File: config.mk
export PLATFORM = sky130hd
export DESIGN_NAME = rac_reset_irq_ctrl
export DESIGN_NICKNAME = d
export VERILOG_FILES = /design/src/hw/rac_reset_irq_ctrl.v
export VERILOG_INCLUDE_DIRS = /design/src /design/src/hw
export SDC_FILE = /design/constraint.sdc
export NUM_CORES = 1
export LEC_CHECK = 0
export CAP_MARGIN = 20
export CORE_ASPECT_RATIO = 1.75
export CORE_UTILIZATION = 42
export CTS_CLUSTER_SIZE = 12
export DETAILED_ROUTE_END_ITERATION = 8
export DONT_BUFFER_PORTS = 1
export MAX_ROUTING_LAYER = met4
export SLEW_MARGIN = 20
export SYNTH_ARGS = -nofsm -noshare
export SYNTH_HDL_FRONTEND = slang
export SYNTH_SLANG_ARGS = --single-unit
File: constraint.sdc
create_clock -name clk -period 5.9 [get_ports clk]
set_input_delay 0.885 -clock clk [delete_from_list [all_inputs] [get_ports clk]]
set_output_delay 0.885 -clock clk [all_outputs]
set_load 0.01 [all_outputs]
File: src/hw/rac_map.vh
// register map, field positions, reset values and counts of the reset/interrupt controller
`ifndef RAC_MAP_VH
`define RAC_MAP_VH

// ------------------------------------------------------------
// register indexes (byte address = 4 * index)
// ------------------------------------------------------------
`define RAC_IDX_EN_MAIN      8'h23
`define RAC_IDX_EN_BUF_LO    8'h24
`define RAC_IDX_EN_BUF_HI    8'h25
`define RAC_IDX_FL_MAIN      8'h26
`define RAC_IDX_FL_BUF_LO    8'h27
`define RAC_IDX_FL_BUF_HI    8'h28
`define RAC_IDX_STATUS       8'h2c

// ------------------------------------------------------------
// field positions
// ------------------------------------------------------------
`define RAC_GIE_BIT          7
`define RAC_ST_DIP_BIT       7
`define RAC_ST_SLEEP_BIT     6
`define RAC_ST_IDLE_BIT      4
`define RAC_ST_STACK_BIT     2
`define RAC_MAIN_SRC_W       7
`define RAC_BUF_HI_W         3
`define RAC_FLAG_W           18

// ------------------------------------------------------------
// reset values
// ------------------------------------------------------------
`define RAC_EN_RESET         8'h00
`define RAC_FLAG_RESET       18'h00000
`define RAC_STATUS_FULL      4'h8
`define RAC_PC_RESET         11'h000
`define RAC_PC_VECTOR        11'h004

// ------------------------------------------------------------
// start-up counts, in oscillator cycles
// ------------------------------------------------------------
`define RAC_LS_DELAY         12'h800
`define RAC_HS_DELAY         12'h400
`define RAC_CNT_ONE          12'h001
`define RAC_CNT_ZERO         12'h000

// ------------------------------------------------------------
// bus answers
// ------------------------------------------------------------
`define RAC_RESP_OKAY        2'b00
`define RAC_RESP_SLVERR      2'b10
`define RAC_DATA_ZERO        32'h00000000

`endif

File: src/hw/rac_reset_irq_ctrl.v
// reset sequencing, reset-cause status and two-level interrupt gating
//
// What this block does
// - exactly two reset sources: supply dip and stack fault
// - after any reset release the core fetches from address zero
// - supply-dip reset is full; release waits for oscillator start-up count
// - stack-fault reset is partial and skips the start-up count
// - reset held while supply is low, released once it recovers
// - supply-dip reset path cannot be disabled by software
// - supply-dip reset sets status bit 7
// - stack overflow or underflow raises stack-fault reset, sets status bit 2
// - full reset: bit 7 one, bits 6,4,2 zero; stack fault sets bit 2 only
// - start-up delay is 2048 slow then 1024 fast oscillator cycles
// - supply dip acts in run, idle, sleep; stack fault only in run
// - supply-dip flag stays set until reset pin or software clear
// - sleep event sets bit 6; cleared by supply dip, reset pin, software
// - idle event sets bit 4; idle and stack bits cleared by dip or software
// - permitted enabled event redirects program counter to the vector
// - service needs global enable and per-source enable both set
// - writing one opens a source enable, zero closes it
// - vector entry clears the global enable
// - interrupt return sets global enable; plain return leaves it
// - main enable bits: converter, timer B, timer A, recovery, low, pins
// - buffer enables: low register buffers 7..0, high register 10..8
// - event flags read one when happened, same positions as enables
//
// Decided for this implementation: the Avalon-MM slave port.
`include "rac_map.vh"

module rac_reset_irq_ctrl (
   input  wire        clk,
   input  wire        rst_n,
   // register bus
   input  wire [9:0]  avsAddress,
   input  wire        avsRead,
   input  wire        avsWrite,
   input  wire [31:0] avsWriteData,
   input  wire [3:0]  avsByteEnable,
   output reg  [31:0] avsReadData,
   output reg  [1:0]  avsResponse,
   output reg         avsWaitRequest,
   // supply monitor, reset pin and oscillators (asynchronous)
   input  wire        supplyLow,
   input  wire        extResetPin,
   input  wire        lowSpeedOscClk,
   input  wire        highSpeedOscClk,
   // core side (same clock)
   input  wire        stackOverflow,
   input  wire        stackUnderflow,
   input  wire        cpuIdle,
   input  wire        cpuSleep,
   input  wire        sleepEvent,
   input  wire        idleEvent,
   input  wire        returnFromInterrupt,
   input  wire [6:0]  mainEvents,
   input  wire [10:0] bufferWriteEvents,
   output reg         coreReset,
   output reg         partialReset,
   output reg         pcLoad,
   output reg  [10:0] pcLoadAddr
);

   // ------------------------------------------------------------
   // reset sequencer states
   // ------------------------------------------------------------
   localparam [4:0] ST_DIP  = 5'b00001;
   localparam [4:0] ST_LS   = 5'b00010;
   localparam [4:0] ST_HS   = 5'b00100;
   localparam [4:0] ST_PART = 5'b01000;
   localparam [4:0] ST_RUN  = 5'b10000;
   reg [4:0]  state_r;
   reg [4:0]  state_nxt;
   reg [11:0] cnt_r;
   reg [11:0] cnt_nxt;
   // ------------------------------------------------------------
   // synchronisers
   // ------------------------------------------------------------
   reg [1:0] lowSync_r;
   reg [1:0] pinSync_r;
   reg [1:0] lsSync_r;
   reg [1:0] hsSync_r;
   reg       lsLast_r;
   reg       hsLast_r;
   always @(posedge clk or negedge rst_n)
   begin
      if (!rst_n)
      begin
         // supply counted as low until seen otherwise
         lowSync_r <= 2'b11;
         pinSync_r <= 2'b00;
         lsSync_r  <= 2'b00;
         hsSync_r  <= 2'b00;
         lsLast_r  <= 1'b0;
         hsLast_r  <= 1'b0;
      end
      else
      begin
         lowSync_r <= {lowSync_r[0], supplyLow};
         pinSync_r <= {pinSync_r[0], extResetPin};
         lsSync_r  <= {lsSync_r[0], lowSpeedOscClk};
         hsSync_r  <= {hsSync_r[0], highSpeedOscClk};
         lsLast_r  <= lsSync_r[1];
         hsLast_r  <= hsSync_r[1];
      end
   end
   wire supplyDip = lowSync_r[1];
   wire pinEvent  = pinSync_r[1];
   wire lsTick    = lsSync_r[1] & ~lsLast_r;
   wire hsTick    = hsSync_r[1] & ~hsLast_r;
   wire stackFault = (stackOverflow | stackUnderflow) & (state_r == ST_RUN) &
                     ~cpuIdle & ~cpuSleep;

   // ------------------------------------------------------------
   // reset sequencer
   // ------------------------------------------------------------
   always @*
   begin
      state_nxt = state_r;
      cnt_nxt   = cnt_r;
      case (state_r)
         ST_DIP:
         begin
            if (!supplyDip)
            begin
               state_nxt = ST_LS;
               cnt_nxt   = `RAC_LS_DELAY;
            end
         end
         ST_LS:
         begin
            if (lsTick && cnt_r == `RAC_CNT_ONE)
            begin
               state_nxt = ST_HS;
               cnt_nxt   = `RAC_HS_DELAY;
            end
            else if (lsTick)
               cnt_nxt = cnt_r - `RAC_CNT_ONE;
         end
         ST_HS:
         begin
            // release only after the count ends
            if (hsTick && cnt_r == `RAC_CNT_ONE)
               state_nxt = ST_RUN;
            else if (hsTick)
               cnt_nxt = cnt_r - `RAC_CNT_ONE;
         end
         ST_PART:
            state_nxt = ST_RUN;
         ST_RUN:
         begin
            if (stackFault)
               state_nxt = ST_PART;
         end
         default:
            state_nxt = ST_DIP;
      endcase
      // dip path has no enable and beats everything
      if (supplyDip)
      begin
         state_nxt = ST_DIP;
         cnt_nxt   = `RAC_CNT_ZERO;
      end
   end

   always @(posedge clk or negedge rst_n)
   begin
      if (!rst_n)
      begin
         state_r <= ST_DIP;
         cnt_r   <= `RAC_CNT_ZERO;
      end
      else
      begin
         state_r <= state_nxt;
         cnt_r   <= cnt_nxt;
      end
   end
   wire fullReset  = supplyDip;
   wire restartNow = (state_r != ST_RUN) & (state_nxt == ST_RUN);
   // ------------------------------------------------------------
   // bus slave: one wait cycle, then a one-cycle answer
   // ------------------------------------------------------------
   wire       busReq  = avsRead | avsWrite;
   wire       busDone = busReq & ~avsWaitRequest;
   wire [7:0] regIdx  = avsAddress[9:2];
   wire       wrLane  = avsWrite & busDone & avsByteEnable[0] &
                        (avsAddress[1:0] == 2'b00);
   wire [7:0] wrByte  = avsWriteData[7:0];
   wire wrEnMain  = wrLane & (regIdx == `RAC_IDX_EN_MAIN);
   wire wrEnLo    = wrLane & (regIdx == `RAC_IDX_EN_BUF_LO);
   wire wrEnHi    = wrLane & (regIdx == `RAC_IDX_EN_BUF_HI);
   wire wrFlMain  = wrLane & (regIdx == `RAC_IDX_FL_MAIN);
   wire wrFlLo    = wrLane & (regIdx == `RAC_IDX_FL_BUF_LO);
   wire wrFlHi    = wrLane & (regIdx == `RAC_IDX_FL_BUF_HI);
   wire wrStatus  = wrLane & (regIdx == `RAC_IDX_STATUS);
   // ------------------------------------------------------------
   // enables
   // ------------------------------------------------------------
   reg       gie_r;
   reg [6:0] enMain_r;
   reg [7:0] enBufLo_r;
   reg [2:0] enBufHi_r;
   wire      vectorEntry;
   always @(posedge clk or negedge rst_n)
   begin
      if (!rst_n)
      begin
         gie_r     <= 1'b0;
         enMain_r  <= 7'h00;
         enBufLo_r <= `RAC_EN_RESET;
         enBufHi_r <= 3'h0;
      end
      else if (fullReset)
      begin
         gie_r     <= 1'b0;
         enMain_r  <= 7'h00;
         enBufLo_r <= `RAC_EN_RESET;
         enBufHi_r <= 3'h0;
      end
      else
      begin
         if (wrEnMain)
            enMain_r <= wrByte[6:0];
         if (wrEnLo)
            enBufLo_r <= wrByte;
         if (wrEnHi)
            enBufHi_r <= wrByte[2:0];
         if (vectorEntry)
            gie_r <= 1'b0;
         else if (returnFromInterrupt)
            gie_r <= 1'b1;
         else if (wrEnMain)
            gie_r <= wrByte[`RAC_GIE_BIT];
      end
   end

   // ------------------------------------------------------------
   // event flags
   // ------------------------------------------------------------
   reg  [17:0] flags_r;
   wire [17:0] events  = {bufferWriteEvents, mainEvents};
   wire [17:0] enables = {enBufHi_r, enBufLo_r, enMain_r};
   // write-zero clears, one leaves alone
   wire [17:0] clrMask = {(wrFlHi ? ~wrByte[2:0] : 3'h0),
                          (wrFlLo ? ~wrByte : 8'h00),
                          (wrFlMain ? ~wrByte[6:0] : 7'h00)};

   genvar i;
   generate
      for (i = 0; i < `RAC_FLAG_W; i = i + 1)
      begin : g_flag
         always @(posedge clk or negedge rst_n)
         begin
            if (!rst_n)
               flags_r[i] <= 1'b0;
            else if (fullReset)
               flags_r[i] <= 1'b0;
            // set ignores enables and wins over clear
            else if (events[i])
               flags_r[i] <= 1'b1;
            // only software or a full reset clears, vectoring does not
            else if (clrMask[i])
               flags_r[i] <= 1'b0;
         end
      end
   endgenerate
   wire irqPending = gie_r & (|(flags_r & enables));
   // redirect only from run; a dip in the same cycle wins
   assign vectorEntry = irqPending & (state_r == ST_RUN) & ~stackFault & ~pcLoad & ~supplyDip;
   // ------------------------------------------------------------
   // reset-cause status
   // ------------------------------------------------------------
   reg stDip_r;
   reg stSleep_r;
   reg stIdle_r;
   reg stStack_r;
   always @(posedge clk or negedge rst_n)
   begin
      if (!rst_n)
      begin
         // power-up counts as a full reset
         stDip_r   <= 1'b1;
         stSleep_r <= 1'b0;
         stIdle_r  <= 1'b0;
         stStack_r <= 1'b0;
      end
      else if (fullReset)
      begin
         // full reset leaves only the dip flag
         stDip_r   <= 1'b1;
         stSleep_r <= 1'b0;
         stIdle_r  <= 1'b0;
         stStack_r <= 1'b0;
      end
      else
      begin
         // dip flag cleared by pin or zero write
         if (pinEvent || (wrStatus && !wrByte[`RAC_ST_DIP_BIT]))
            stDip_r <= 1'b0;
         if (sleepEvent)
            stSleep_r <= 1'b1;
         else if (pinEvent || (wrStatus && !wrByte[`RAC_ST_SLEEP_BIT]))
            stSleep_r <= 1'b0;
         if (idleEvent)
            stIdle_r <= 1'b1;
         else if (wrStatus && !wrByte[`RAC_ST_IDLE_BIT])
            stIdle_r <= 1'b0;
         // stack fault sets only its own bit
         if (stackFault)
            stStack_r <= 1'b1;
         else if (wrStatus && !wrByte[`RAC_ST_STACK_BIT])
            stStack_r <= 1'b0;
      end
   end
   // ------------------------------------------------------------
   // read mux and bus answer
   // ------------------------------------------------------------
   reg [7:0] rdByte;
   reg       rdHit;
   always @*
   begin
      rdByte = 8'h00;
      rdHit  = (avsAddress[1:0] == 2'b00);
      case (regIdx)
         `RAC_IDX_EN_MAIN:   rdByte = {gie_r, enMain_r};
         `RAC_IDX_EN_BUF_LO: rdByte = enBufLo_r;
         `RAC_IDX_EN_BUF_HI: rdByte = {5'h00, enBufHi_r};
         `RAC_IDX_FL_MAIN:   rdByte = {1'b0, flags_r[6:0]};
         `RAC_IDX_FL_BUF_LO: rdByte = flags_r[14:7];
         `RAC_IDX_FL_BUF_HI: rdByte = {5'h00, flags_r[17:15]};
         `RAC_IDX_STATUS:
            rdByte = {stDip_r, stSleep_r, 1'b0, stIdle_r, 1'b0, stStack_r, 2'b00};
         default:            rdHit = 1'b0;
      endcase
   end
   always @(posedge clk or negedge rst_n)
   begin
      if (!rst_n)
      begin
         avsWaitRequest <= 1'b1;
         avsReadData    <= `RAC_DATA_ZERO;
         avsResponse    <= `RAC_RESP_OKAY;
      end
      else
      begin
         // low for exactly one cycle per request
         avsWaitRequest <= ~(busReq & avsWaitRequest);
         if (busReq && avsWaitRequest)
         begin
            avsReadData <= avsRead ? {24'h000000, rdByte} : `RAC_DATA_ZERO;
            avsResponse <= rdHit ? `RAC_RESP_OKAY : `RAC_RESP_SLVERR;
         end
      end
   end
   // ------------------------------------------------------------
   // core outputs
   // ------------------------------------------------------------
   always @(posedge clk or negedge rst_n)
   begin
      if (!rst_n)
      begin
         coreReset    <= 1'b1;
         partialReset <= 1'b0;
         pcLoad       <= 1'b0;
         pcLoadAddr   <= `RAC_PC_RESET;
      end
      else
      begin
         // only these two sources drive core reset
         coreReset    <= (state_nxt != ST_RUN);
         partialReset <= (state_nxt == ST_PART);
         // restart from zero on release; address holds between loads
         pcLoad       <= restartNow | vectorEntry;
         if (restartNow)
            pcLoadAddr <= `RAC_PC_RESET;
         else if (vectorEntry)
            pcLoadAddr <= `RAC_PC_VECTOR;
      end
   end

endmodule // rac_reset_irq_ctrl

==> flow_summary.toml <==
[worst_setup_path]
r2r_start = "cnt_r[1]"
slowest_delay_ps = 550
arrival_ps = 2470
cp.depth = 5
setup.worst_path.start_class = "primary input"
worstSetupEndpoint = "enBufLo_r[6]"
path_cells = "or4b_4 -> nor4b_4 -> and2_4 -> mux2i_1 -> nor2_1"
r2r_setup_slack_ps = 3630
cp_max_fo = 8
worstPathBufferInverterCount = 0
crit_required_ps = 6080
critical_path_class = "in -> reg"
crit_path_end_kind = "flip-flop"
r2r_end = "cnt_r[11]"
r2r_cells = 7
crit_start = "avsAddress[6]"
cp_top_family = "simple AND/OR/NAND/NOR gates"
slowest_stage = "or4b_4"

[synth]
synth_area_leaders = "dfrtp_1 44%, buf_4 6.4%, mux2i_1 6.0%"
synth_ff_type = "dfrtp_1"
ys_seq_area_share_pct = 47.38
synth_cell_type_count = 65
ys_warn_count = 0
ys_async_sr_fraction_pct = 100.0
synth_area_um2 = 4347
yosysMostFrequentCell = "dfrtp_1"
synth_top_area_share_pct = 43.75
synthTopCellsByCount = "76 x dfrtp_1, 39 x nor2_1, 37 x buf_4, 30 x o21ai_0"
syn_avg_cell_area_um2 = 10.09
netlist_instances = 431
synth_top_area_cell = "dfrtp_1"
synth_edf_count = 0
ys_seq_elements = 82

[final_layout]
ff_latch_area_um2 = 2059
fillers = 994
diodes = 0
multi_input_area_um2 = 1972
fin_nets = 511
drive_above_1_share_pct = 9.195
syn_to_final_growth_pct = 6.160

[global_routing]
grt_pass1_wl_um = 16150
antenna_found_initial = 0
grt-ovfl-total = 0
grt_max_degree = 83
track_usage_pct = 20.75
grt_pass1_vias = 3146

[placement]
post-dp-hpwl_um = 7533
place_congestion = 0.8820
portBuffers = 0
dp_slack_ps = 3257

[floorplanning]
initial_utilization_pct = 43.60
die_h_um = 136.6
row_count = 48
ios = 128
die_x_um = 78.90
die_area_um2 = 10780
core_um2 = 9970

[clock_tree]
cts_resized = 0
cts_made_buffers = 9
htreeDepth = 3
clockBufferDepth = 2
clkLatencyLatePin_ps = 340
clk_pin_slew_ps = 60
cts_setup_buffers = 0
cts_sinks = 82
clock-root-buffer = "clkbuf_16"
cts_hold_buffers = 0
cts_tree = "built"

[timing]
tns_ps = 0
post-route-period-util_pct = 38.80
final.min_clock_period_ps = 2289
skew_ps = 8.656
fmax_ghz = 0.4368
rsz0062_at_grt = "false"
setup_viol = 0
slew_violations = 0
slew_headroom_pct = 35.21
layout_setup_ws_ps = 3611
hold_viol = 0
worst_slew_pin_slew_ps = 971.8

[power]
leakage_nw = 2.044
peakVddDrop_mv = 0.1880
p_per_area_nw_per_um2 = 346.2

[route]
viasPerCell = 5.579
drtIter0Drc = 162
routedWlPerCell_um = 18.00
wirelength_um = 10080
drtPass1Iterations = 4
vias = 3124
ant_nets = 0
drc = 0

[hold_path]
hp-class = "in -> async"

[job]
maxCapViolCount = 0

[run_status]
status = "complete, no violations"
placed cells by master, fill, tap and decap left out, drive strengths merged, types with 6 or more instances in the layout:
cell type / instances
a22oi: 12
nand2b: 6
inv: 29
dfrtp: 76
a221oi: 7
nand2: 23
a21oi: 27
clkbuf: 13
dfstp: 6
nor2b: 9
mux2i: 26
o21ai: 36
nor2: 40
nor3: 9
conb: 35
cell type report:
cell class,count,area share [%]
clock buffer,13,5.640
clock inverter,3,1.003
inverter,28,2.278
multi-input combinational,307,42.73
sequential,82,44.63
tap,125,3.389
timing repair buffer,2,0.3254
how the worst min path moves through the flow:
| stage | startpoint | slack [ps] | end |
|---|---|---|---|
| finish | rst_n | 240 | hsSync_r[1] |
| detailed placement | lsSync_r[0] | 340 | lsSync_r[1] |
| global placement | hsSync_r[0] | 330 | hsSync_r[1] |
| global route | rst_n | 220 | cnt_r[10] |
| floorplan | hsSync_r[0] | 330 | hsSync_r[1] |
| CTS | rst_n | 230 | hsSync_r[1] |
per-layer routing:
layer / part of all wire [%] / up-vias / GRT usage (%) / wire [um]
met5: 0 / - / - / 0
met4: 3.6 / 0 / 11.82 / 360
met3: 4.9 / 24 / 4.933 / 493
met2: 54 / 100 / 35.46 / 5484
met1: 37 / 1533 / 21.67 / 3742
li1: - / 1467 / - / -
sequential cells by signal (all words and copies together) (netlist names), 2 cells and up:
signal and count:
state_r 5, enBufHi_r 3, enMain_r 7, enBufLo_r 8, lowSync_r 2, cnt_r 12
lsSync_r 2, avsReadData 8, hsSync_r 2, pinSync_r 2, flags_r 18
worst reg2reg max path: stages (launching register included):
cell and delay, ps:
dfrtp_1 410, inv_1 90, ha_1 140, nor4b_2 350
a31oi_1 330, a22oi_2 370, nor2_1 160, a221o_1 310
kinds of logic (layout without fill, tap and decap cells):
| group | count (synthesis) | count (layout) | synth area share, % |
|---|---|---|---|
| AOI/OAI and AO/OA | 113 | 113 | 17.07 |
| xor gates and xnor gates | 6 | 6 | 1.209 |
| adders and majority gates | 2 | 2 | 0.5756 |
| buffers and inverters | 76 | 46 | 10.19 |
| DFF | 82 | 82 | 47.38 |
| muxes | 31 | 31 | 7.801 |
| other | 1 | 35 | 0.08627 |
| and+or+nand+nor | 120 | 120 | 15.69 |
power by group:
part           internal, mW  switching (mW)  leakage, nW  total, mW
logic                 0.144           0.204        0.830      0.348
clock network         0.353           0.222        0.146      0.575
registers             0.614          0.0604         1.07      0.675
total                  1.11           0.486         2.04       1.60
through the flow:
step                hold slack (ps)  utilization (%)  instance area (um2)  power [mW]  instances
floorplan                     331.2                -                 4474      0.9751        465
global placement              332.9            43.21                 4308       1.022        544
detailed placement            335.8            43.21                 4308       1.029        544
CTS                           227.6            46.29                 4614       1.609        560
global route                  219.2            46.29                 4614       1.684        560
finish                        236.3            46.29                 4614       1.597        560
Power figures use the tool's default switching activity.
